$ cat src/inc/plc_pkg.sv
// Package of constants and types for the PID loop status and error block.
// Functional notes
// RULE_01 - Scaling flag clears whenever setpoint scaling min and max are specified.
// RULE_02 - Set loop-too-fast flag when computation cannot keep up with update interval.
// RULE_03 - Select bit 1 takes rate from error; 0 takes it from process variable.
// RULE_04 - Set upper alarm when calculated output exceeds upper output limit.
// RULE_05 - Set lower alarm when calculated output is below lower output limit.
// RULE_06 - Set setpoint range flag when setpoint lies outside scaled min or max.
// RULE_07 - Set process range flag when raw process variable exceeds 16383 or negative.
// RULE_08 - Done flag high one scan after a computation; cleared otherwise in timed mode.
// RULE_09 - Active flag follows the instruction enable condition.
// RULE_10 - Integral accumulator is a 32-bit signed sum of gain-scaled error; code divides each new sum by reset time.
// RULE_11 - Keep read-only 32-bit signed word tracking process variable change.
// RULE_12 - On any fault post code 0036 and a detail byte in word two upper byte.
// RULE_13 - Detail 11H when update interval is zero or above 1024.
// RULE_14 - Detail 12H, 13H, 14H for negative gain, reset time, rate time.
// RULE_15 - Detail 15H when feedforward bias lies outside -16383 to +16383.
// RULE_16 - Detail 23H when scaled setpoint minimum exceeds scaled maximum.
// RULE_17 - Detail 31H for setpoint out of range; later scans keep last valid setpoint.
// RULE_18 - Detail 41H for negative deadband or deadband above span or 16383.
// RULE_19 - Detail 51H when output high limit is below 0 or above 100.
// RULE_20 - Detail 52H when output low limit is below 0 or above 100.
// RULE_21 - Detail 53H when output low limit exceeds output high limit.
// RULE_22 - Computed control variable is held within 0 to 16383.
// RULE_23 - With several faults, report only the lowest detail code.
package plc_pkg;

  localparam logic [3:0] ADDR_CTRL = 4'h0;
  localparam logic [3:0] ADDR_STATUS = 4'h1;
  localparam logic [3:0] ADDR_LUT = 4'h2;
  localparam logic [3:0] ADDR_GAIN = 4'h3;
  localparam logic [3:0] ADDR_RESET_T = 4'h4;
  localparam logic [3:0] ADDR_RATE_T = 4'h5;
  localparam logic [3:0] ADDR_BIAS = 4'h6;
  localparam logic [3:0] ADDR_SMIN = 4'h7;
  localparam logic [3:0] ADDR_SMAX = 4'h8;
  localparam logic [3:0] ADDR_SP = 4'h9;
  localparam logic [3:0] ADDR_DB = 4'hA;
  localparam logic [3:0] ADDR_OHI = 4'hB;
  localparam logic [3:0] ADDR_OLO = 4'hC;
  localparam logic [3:0] ADDR_ISUM = 4'hD;
  localparam logic [3:0] ADDR_DTRK = 4'hE;
  localparam logic [3:0] ADDR_ERR = 4'hF;

  localparam int CTRL_RATE_SEL_BIT = 0;
  localparam int CTRL_TIMED_BIT = 1;

  localparam int ST_SCALE_BIT = 0;
  localparam int ST_TOOFAST_BIT = 1;
  localparam int ST_HIGH_BIT = 2;
  localparam int ST_LOW_BIT = 3;
  localparam int ST_SPR_BIT = 4;
  localparam int ST_PVR_BIT = 5;
  localparam int ST_DONE_BIT = 6;
  localparam int ST_ACTIVE_BIT = 7;

  localparam logic signed [15:0] PV_MAX = 16'sh3FFF;
  localparam logic signed [15:0] BIAS_MIN = -16'sh3FFF;
  localparam logic signed [15:0] LUT_MAX = 16'sh0400;
  localparam logic signed [15:0] PCT_MAX = 16'sh0064;
  localparam logic [15:0] FAULT_CODE = 16'h0036;
  localparam logic [15:0] CTRL_RESET = 16'h0000;
  localparam logic [15:0] WORD_RESET = 16'h0000;
  localparam logic [15:0] LUT_RESET = 16'h0001;
  localparam logic [15:0] OHI_RESET = 16'h0064;

  localparam logic [7:0] ERR_NONE = 8'h00;
  localparam logic [7:0] ERR_LUT = 8'h11;
  localparam logic [7:0] ERR_GAIN = 8'h12;
  localparam logic [7:0] ERR_RESET_T = 8'h13;
  localparam logic [7:0] ERR_RATE_T = 8'h14;
  localparam logic [7:0] ERR_BIAS = 8'h15;
  localparam logic [7:0] ERR_SCALE = 8'h23;
  localparam logic [7:0] ERR_SP = 8'h31;
  localparam logic [7:0] ERR_DB = 8'h41;
  localparam logic [7:0] ERR_OHI = 8'h51;
  localparam logic [7:0] ERR_OLO = 8'h52;
  localparam logic [7:0] ERR_ORDER = 8'h53;

  // One loop evaluation request from the scan engine.
  typedef struct packed {
    logic enable;
    logic compute;
    logic overrun;
    logic signed [15:0] pv;
    logic signed [15:0] error;
    logic signed [15:0] cv;
  } plc_scan_t;

  typedef struct packed {
    logic [3:0] addr;
    logic [31:0] wdata;
    logic wr;
    logic rd;
  } plc_bus_t;

endpackage : plc_pkg

$ cat src/design/plc_pid_status.sv
// PID loop status, alarm, accumulator and parameter fault logic.
`timescale 1ns/10ps
`default_nettype none

module plc_pid_status (
  input wire logic mclk,
  input wire logic rst_n,
  input wire plc_pkg::plc_bus_t bus,
  output logic [31:0] rdata,
  input wire plc_pkg::plc_scan_t scan,
  input wire logic scan_valid,
  output logic signed [15:0] rate_source,
  output logic signed [15:0] active_setpoint,
  output logic signed [15:0] cv_out,
  output logic [15:0] fault_code,
  output logic [7:0] detail_code
);

  // ***************************************************************
  // Parameter words.
  // ***************************************************************
  logic [15:0] ctrl;
  logic [15:0] lut;
  logic signed [15:0] gain;
  logic signed [15:0] reset_t;
  logic signed [15:0] rate_t;
  logic signed [15:0] bias;
  logic signed [15:0] smin;
  logic signed [15:0] smax;
  logic signed [15:0] sp;
  logic signed [15:0] db;
  logic signed [15:0] ohi;
  logic signed [15:0] olo;
  logic [7:0] st;
  logic signed [31:0] isum;
  logic signed [31:0] dtrk;
  logic signed [15:0] last_pv;
  logic first_done;
  logic [7:0] next_detail;
  logic scaling;
  logic sp_bad;
  logic signed [16:0] span;
  logic signed [15:0] pv_clamped;
  logic signed [16:0] cv_hi_lim;
  logic signed [16:0] cv_lo_lim;
  logic signed [31:0] next_isum;

  always_ff @(posedge mclk or negedge rst_n)
  begin
    if (!rst_n)
    begin
      ctrl <= plc_pkg::CTRL_RESET;
      lut <= plc_pkg::LUT_RESET;
      gain <= plc_pkg::WORD_RESET;
      reset_t <= plc_pkg::WORD_RESET;
      rate_t <= plc_pkg::WORD_RESET;
      bias <= plc_pkg::WORD_RESET;
      smin <= plc_pkg::WORD_RESET;
      smax <= plc_pkg::WORD_RESET;
      sp <= plc_pkg::WORD_RESET;
      db <= plc_pkg::WORD_RESET;
      ohi <= plc_pkg::OHI_RESET;
      olo <= plc_pkg::WORD_RESET;
    end
    else if (bus.wr)
    begin
      case (bus.addr)
        plc_pkg::ADDR_CTRL: ctrl <= bus.wdata[15:0];
        plc_pkg::ADDR_LUT: lut <= bus.wdata[15:0];
        plc_pkg::ADDR_GAIN: gain <= bus.wdata[15:0];
        plc_pkg::ADDR_RESET_T: reset_t <= bus.wdata[15:0];
        plc_pkg::ADDR_RATE_T: rate_t <= bus.wdata[15:0];
        plc_pkg::ADDR_BIAS: bias <= bus.wdata[15:0];
        plc_pkg::ADDR_SMIN: smin <= bus.wdata[15:0];
        plc_pkg::ADDR_SMAX: smax <= bus.wdata[15:0];
        plc_pkg::ADDR_SP: sp <= bus.wdata[15:0];
        plc_pkg::ADDR_DB: db <= bus.wdata[15:0];
        plc_pkg::ADDR_OHI: ohi <= bus.wdata[15:0];
        plc_pkg::ADDR_OLO: olo <= bus.wdata[15:0];
        default: ;
      endcase
    end
  end

  // ***************************************************************
  // Parameter checks, lowest code first.
  // ***************************************************************
  assign scaling = (smin != smax);
  assign span = 17'(smax) - 17'(smin);
  assign sp_bad = scaling ? (sp < smin || sp > smax)
                          : (sp < 0 || sp > plc_pkg::PV_MAX); // see RULE_17

  always_comb
  begin
    next_detail = plc_pkg::ERR_NONE;
    if ($signed(lut) <= 0 || $signed(lut) > plc_pkg::LUT_MAX)
      next_detail = plc_pkg::ERR_LUT; // see RULE_13
    else if (gain < 0)
      next_detail = plc_pkg::ERR_GAIN; // see RULE_14
    else if (reset_t < 0)
      next_detail = plc_pkg::ERR_RESET_T; // see RULE_14
    else if (rate_t < 0)
      next_detail = plc_pkg::ERR_RATE_T; // see RULE_14
    else if (bias < plc_pkg::BIAS_MIN || bias > plc_pkg::PV_MAX)
      next_detail = plc_pkg::ERR_BIAS; // see RULE_15
    else if (smin > smax)
      next_detail = plc_pkg::ERR_SCALE; // see RULE_16
    else if (sp_bad)
      next_detail = plc_pkg::ERR_SP; // see RULE_17
    else if (db < 0 || (scaling ? 17'(db) > span : db > plc_pkg::PV_MAX))
      next_detail = plc_pkg::ERR_DB; // see RULE_18
    else if (ohi < 0 || ohi > plc_pkg::PCT_MAX)
      next_detail = plc_pkg::ERR_OHI; // see RULE_19
    else if (olo < 0 || olo > plc_pkg::PCT_MAX)
      next_detail = plc_pkg::ERR_OLO; // see RULE_20
    else if (olo > ohi)
      next_detail = plc_pkg::ERR_ORDER; // see RULE_21
  end // see RULE_23

  // Fault report latched on each scan evaluation.
  always_ff @(posedge mclk or negedge rst_n)
  begin
    if (!rst_n)
    begin
      detail_code <= plc_pkg::ERR_NONE;
      fault_code <= plc_pkg::WORD_RESET;
    end
    else if (scan_valid && scan.enable)
    begin
      detail_code <= next_detail; // see RULE_12
      fault_code <= (next_detail != plc_pkg::ERR_NONE) ?
                    plc_pkg::FAULT_CODE : plc_pkg::WORD_RESET; // see RULE_12
    end
  end

  // First scan loads any setpoint; later ones keep the last valid one.
  always_ff @(posedge mclk or negedge rst_n)
  begin
    if (!rst_n)
    begin
      active_setpoint <= plc_pkg::WORD_RESET;
      first_done <= 1'b0;
    end
    else if (scan_valid && scan.enable)
    begin
      first_done <= 1'b1;
      if (!first_done || !sp_bad)
        active_setpoint <= sp; // see RULE_17
    end
  end

  // ***************************************************************
  // Status flags.
  // ***************************************************************
  assign pv_clamped = (scan.pv < 0) ? 16'sh0000 :
                      (scan.pv > plc_pkg::PV_MAX) ? plc_pkg::PV_MAX : scan.pv;
  assign cv_hi_lim = 17'((32'(ohi) * 32'(plc_pkg::PV_MAX)) / 32'(plc_pkg::PCT_MAX));
  assign cv_lo_lim = 17'((32'(olo) * 32'(plc_pkg::PV_MAX)) / 32'(plc_pkg::PCT_MAX));

  always_ff @(posedge mclk or negedge rst_n)
  begin
    if (!rst_n)
      st <= 8'h00;
    else
    begin
      st[plc_pkg::ST_ACTIVE_BIT] <= scan_valid ? scan.enable
                                  : st[plc_pkg::ST_ACTIVE_BIT]; // see RULE_09
      st[plc_pkg::ST_SCALE_BIT] <= !scaling; // see RULE_01
      if (scan_valid && scan.enable)
      begin
        st[plc_pkg::ST_TOOFAST_BIT] <= scan.overrun; // see RULE_02
        st[plc_pkg::ST_HIGH_BIT] <= 17'(scan.cv) > cv_hi_lim; // see RULE_04
        st[plc_pkg::ST_LOW_BIT] <= 17'(scan.cv) < cv_lo_lim; // see RULE_05
        st[plc_pkg::ST_SPR_BIT] <= scaling && (sp < smin || sp > smax); // see RULE_06
        st[plc_pkg::ST_PVR_BIT] <= scan.pv < 0 || scan.pv > plc_pkg::PV_MAX; // see RULE_07
        if (scan.compute || ctrl[plc_pkg::CTRL_TIMED_BIT])
          st[plc_pkg::ST_DONE_BIT] <= scan.compute; // see RULE_08
      end
      else if (bus.wr && bus.addr == plc_pkg::ADDR_STATUS)
      begin
        st[plc_pkg::ST_TOOFAST_BIT] <= bus.wdata[plc_pkg::ST_TOOFAST_BIT];
        st[plc_pkg::ST_HIGH_BIT] <= bus.wdata[plc_pkg::ST_HIGH_BIT];
        st[plc_pkg::ST_LOW_BIT] <= bus.wdata[plc_pkg::ST_LOW_BIT];
        st[plc_pkg::ST_SPR_BIT] <= bus.wdata[plc_pkg::ST_SPR_BIT];
        st[plc_pkg::ST_PVR_BIT] <= bus.wdata[plc_pkg::ST_PVR_BIT];
      end
    end
  end

  // ***************************************************************
  // Rate source, clamped output, accumulators.
  // ***************************************************************
  assign next_isum = isum + (32'(gain) * 32'(scan.error));

  always_ff @(posedge mclk or negedge rst_n)
  begin
    if (!rst_n)
    begin
      rate_source <= plc_pkg::WORD_RESET;
      cv_out <= plc_pkg::WORD_RESET;
      last_pv <= plc_pkg::WORD_RESET;
      dtrk <= 32'sh0000_0000;
    end
    else if (scan_valid && scan.enable && scan.compute)
    begin
      rate_source <= ctrl[plc_pkg::CTRL_RATE_SEL_BIT] ?
                     scan.error : pv_clamped; // see RULE_03
      cv_out <= (scan.cv < 0) ? 16'sh0000 :
                (scan.cv > plc_pkg::PV_MAX) ? plc_pkg::PV_MAX : scan.cv; // see RULE_22
      dtrk <= 32'(pv_clamped) - 32'(last_pv); // see RULE_11
      last_pv <= pv_clamped;
    end
  end

  always_ff @(posedge mclk or negedge rst_n)
  begin
    if (!rst_n)
      isum <= 32'sh0000_0000;
    else if (scan_valid && scan.enable && scan.compute && reset_t != 0)
      isum <= next_isum / 32'(reset_t); // see RULE_10
    else if (bus.wr && bus.addr == plc_pkg::ADDR_ISUM)
      isum <= bus.wdata;
  end

  // ***************************************************************
  // Read port, data one cycle after the strobe.
  // ***************************************************************
  always_ff @(posedge mclk or negedge rst_n)
  begin
    if (!rst_n)
      rdata <= 32'h0000_0000;
    else if (bus.rd)
    begin
      case (bus.addr)
        plc_pkg::ADDR_CTRL: rdata <= {16'h0000, ctrl};
        plc_pkg::ADDR_STATUS: rdata <= {24'h00_0000, st};
        plc_pkg::ADDR_LUT: rdata <= {16'h0000, lut};
        plc_pkg::ADDR_GAIN: rdata <= {16'h0000, gain};
        plc_pkg::ADDR_RESET_T: rdata <= {16'h0000, reset_t};
        plc_pkg::ADDR_RATE_T: rdata <= {16'h0000, rate_t};
        plc_pkg::ADDR_BIAS: rdata <= {16'h0000, bias};
        plc_pkg::ADDR_SMIN: rdata <= {16'h0000, smin};
        plc_pkg::ADDR_SMAX: rdata <= {16'h0000, smax};
        plc_pkg::ADDR_SP: rdata <= {16'h0000, sp};
        plc_pkg::ADDR_DB: rdata <= {16'h0000, db};
        plc_pkg::ADDR_OHI: rdata <= {16'h0000, ohi};
        plc_pkg::ADDR_OLO: rdata <= {16'h0000, olo};
        plc_pkg::ADDR_ISUM: rdata <= isum;
        plc_pkg::ADDR_DTRK: rdata <= dtrk;
        plc_pkg::ADDR_ERR: rdata <= {detail_code, 8'h00, fault_code};
        default: rdata <= 32'h0000_0000;
      endcase
    end
    else
      rdata <= 32'h0000_0000;
  end

endmodule : plc_pid_status
`default_nettype wire

$ cat config.mk
export PLATFORM = sky130hd
export DESIGN_NAME = plc_pid_status
export DESIGN_NICKNAME = d
export VERILOG_FILES = /design/src/inc/plc_pkg.sv /design/src/design/plc_pid_status.sv
export SDC_FILE = /design/constraint.sdc
export NUM_CORES = 2
export LEC_CHECK = 0
export ABC_AREA = 1
export ABC_CLOCK_PERIOD_IN_PS = 97000
export BUFFER_PORTS_ARGS = -buffer_cell sky130_fd_sc_hd__buf_2
export CELL_PAD_IN_SITES_DETAIL_PLACEMENT = 0
export CELL_PAD_IN_SITES_GLOBAL_PLACEMENT = 1
export CORE_MARGIN = 2
export CORE_UTILIZATION = 44
export DETAILED_ROUTE_END_ITERATION = 8
export PLACE_DENSITY_LB_ADDON = 0.1
export SLEW_MARGIN = 20
export SYNTH_ARGS = -nofsm -noshare
export SYNTH_HDL_FRONTEND = slang
export SYNTH_SLANG_ARGS = --single-unit
$ cat constraint.sdc
create_clock -name mclk -period 97 [get_ports mclk]
set_input_delay 0 -clock mclk [delete_from_list [all_inputs] [get_ports mclk]]
set_output_delay 0 -clock mclk [all_outputs]
set_load 0.02 [all_outputs]
==> impl_metrics.env <==
export IMPL_run_status="finished clean"
export IMPL_yosysWarnings=0
export IMPL_nNetsFinal=13600
export IMPL_period_share_pct=92.5
export IMPL_cp_num_cells=675
export IMPL_cpMostUsedCell="inv_1"
export IMPL_hpwlAfterDp_um=231000
export IMPL_clk_latency_ns=0.70
export IMPL_viasPerCell=5.28
export IMPL_gp_congestion=0.958
export IMPL_initial_core_util_pct=44.2
export IMPL_max_cap_viol_count=0
export IMPL_track_usage_pct=30.4
export IMPL_grt_antenna_before_repair=19
export IMPL_synthesis_area_mm2=0.0789
export IMPL_avgRoutedWirePerCell_um=19.7
export IMPL_holdWs_ns=0.0371
export IMPL_numPortBuffers=180
export IMPL_r2r_slack_ns=7.30
export IMPL_vias=75800
export IMPL_yosys_top_cells_count="2365 x nand2_1, 1898 x inv_1, 956 x ha_1, 831 x o21ai_0, 750 x nor2_1"
export IMPL_worstPathMaxFanout=16
export IMPL_end_kind="flop"
export IMPL_rows=155
export IMPL_largestRegisters="isum x32, rdata x32, dtrk x17"
export IMPL_setup_violations=0
export IMPL_drtIter0Drc=4681
export IMPL_synthArstFlopShare_pct=100
export IMPL_place_area_mm2=0.0852
export IMPL_synth_edf_count=0
export IMPL_die_w_um=428
export IMPL_htreeDepth=2
export IMPL_ys_ff_latch=351
export IMPL_path_clk_slew_ns=0.07
export IMPL_synth_cell_types=93
export IMPL_ant_nets=0
export IMPL_synth_top_area_share_pct=15.2
export IMPL_cp_arrival_ns=90.32
export IMPL_cts_root_buf="clkbuf_16"
export IMPL_finClkSkew_ns=0.0889
export IMPL_clock_sinks=351
export IMPL_seq_area_frac_synth_pct=11.1
export IMPL_die_h_um=428
export IMPL_yosysMostFrequentCell="nand2_1"
export IMPL_drive_gt1_share_pct=14.1
export IMPL_required_ns=97.63
export IMPL_path_class="flop to flop"
export IMPL_critPathLaunchType="flop"
export IMPL_grt_overflow=0
export IMPL_hold_path_class="input pin to flop"
export IMPL_wirelength_um=282000
export IMPL_crit_family="compound AO/OA/AOI/OAI gates"
export IMPL_cts_path_max_buffers=3
export IMPL_area_growth_pct=13.9
export IMPL_worstMarginPinSlew_ns=1.19
export IMPL_maxSlewViolCount=0
export IMPL_max_stage_delay_ns=0.55
export IMPL_synthCells=11300
export IMPL_grt_pass1_wl_um=429000
export IMPL_hold_depth=4
export IMPL_use_met3_pct=3.05
export IMPL_grt_max_degree=110
export IMPL_dieArea_mm2=0.183
export IMPL_drc_errors=0
export IMPL_synthFlopType="dfrtp_1"
export IMPL_hold_viol_final=0
export IMPL_slew_headroom_pct=20.8
export IMPL_numCtsBuffers=46
export IMPL_period_minus_slack_ns=89.70
export IMPL_yosysTopAreaCell="ha_1"
export IMPL_dr_pass1_iters=6
export IMPL_top_level_ports=196
export IMPL_globalRouteMet1Util_pct=36.7
export IMPL_crit_buf_inv=150
export IMPL_reg2regPathDepth=675
export IMPL_busiest_layer="met2"
export IMPL_grt_pass1_vias=74000
export IMPL_coreArea_mm2=0.178
export IMPL_stdcell_area_mm2=0.0899
export IMPL_synth_area_leaders="ha_1 15%, fa_1 15%, nand2_1 11%"
export IMPL_crit_slowest_cell="fa_1"
export IMPL_grt_util_met2_pct=53.8
export IMPL_cts_tree="yes"
export IMPL_syn_avg_cell_area_um2=7.00
export IMPL_max_clock_freq_mhz=11.1
[per-layer routing]
metal  wire [µm]  up-vias  share of wire, %
li1            -    37500                 -
met5         106        -             0.038
met1      115000    36000                41
met2      138000     1764                49
met3       12700      561               4.5
met4       16400       16               5.8
[area by class of cell]
class | count | area [µm²]
multi-input combinational | 8783 | 63100
fill | 18000 | 88500
clock inverter | 28 | 420
sequential | 351 | 8790
timing repair inverter | 5 | 32.5
timing repair buffer | 777 | 5850
tap | 2355 | 2950
clock buffer | 58 | 1250
antenna | 10 | 25.0
inverter | 1994 | 7550
[cell usage in the layout, fill, tap and decap left out, drive strengths merged, types with 10 or more instances in the layout]
cell	instances
nand2	2673
inv	1976
ha	956
o21ai	915
nor2	816
a21oi	724
buf	663
fa	584
nand3	443
xor2	423
dfrtp	347
xnor2	235
nand4	175
conb	152
dlygate4sd3	112
nor3	95
or2	86
a21o	70
clkbuf	60
o21bai	49
a221oi	39
o22ai	39
a31oi	39
o31ai	32
o211ai	31
nor4	30
clkinv	29
a211oi	23
a2111oi	21
o221ai	19
nand3b	18
o21a	18
a41oi	16
clkinvlp	14
diode	10
[worst paths after layout]
check                                       to       start
worst min register to register      first_done  first_done
min in group asynchronous                sp[7]       rst_n
worst min-delay path            rate_source[0]    scan[16]
worst max register to register        isum[29]     gain[6]
max in group asynchronous                sp[2]       rst_n
worst max-delay path                  isum[29]     gain[6]
[kinds of logic (layout without fill, tap and decap cells)]
group,Yosys count,count (layout),share of synthesized area [%]
fa+ha+maj,1540,1540,30.0
buf+inv,2290,2862,11.1
simple gates,4352,4353,25.4
xor+xnor,658,658,7.39
compound gates,2076,2076,14.9
other cells,2,162,0.00951
mux,4,4,0.0570
flops,351,351,11.1
[worst reg2reg max path, delay by kind of cell, from the launching register on]
| family | cells | cell delay [ns] |
|---|---|---|
| buffers and inverters | 150 | 12.84 |
| XOR/XNOR | 1 | 0.20 |
| AO/OA/AOI/OAI | 275 | 41.76 |
| adder cells (fa/ha/maj) | 38 | 12.92 |
| flip-flops | 1 | 0.41 |
| AND/OR/NAND/NOR | 211 | 21.37 |
[timing repair]
item                                    in CTS  in global routing
endpoints found under the setup margin      32                 32
hold endpoints to repair                   254                  0
buffers inserted                             3                 80
gates cloned                                 3                  7
gates resized for setup                     36                356
hold buffers                               112                  0
pin swaps                                    1                140
[metrics by stage]
| step | TNS, ns | instances | util [%] | setup slack, ns |
|---|---|---|---|---|
| after detailed placement | -42.69 | 14100 | 47.7 | -2.57 |
| after global placement | -0.492 | 14100 | 47.7 | -0.221 |
| after CTS | 0 | 14300 | 49.4 | 0.0742 |
| after floorplan | 0 | 11400 | - | 0.666 |
| final | 0 | 14400 | 50.4 | 7.30 |
| after global routing | -5.36 | 14400 | 50.4 | -0.804 |
Power is not shown: default switching activity piles up to over one toggle a cycle in this logic, so the estimate is an artifact.
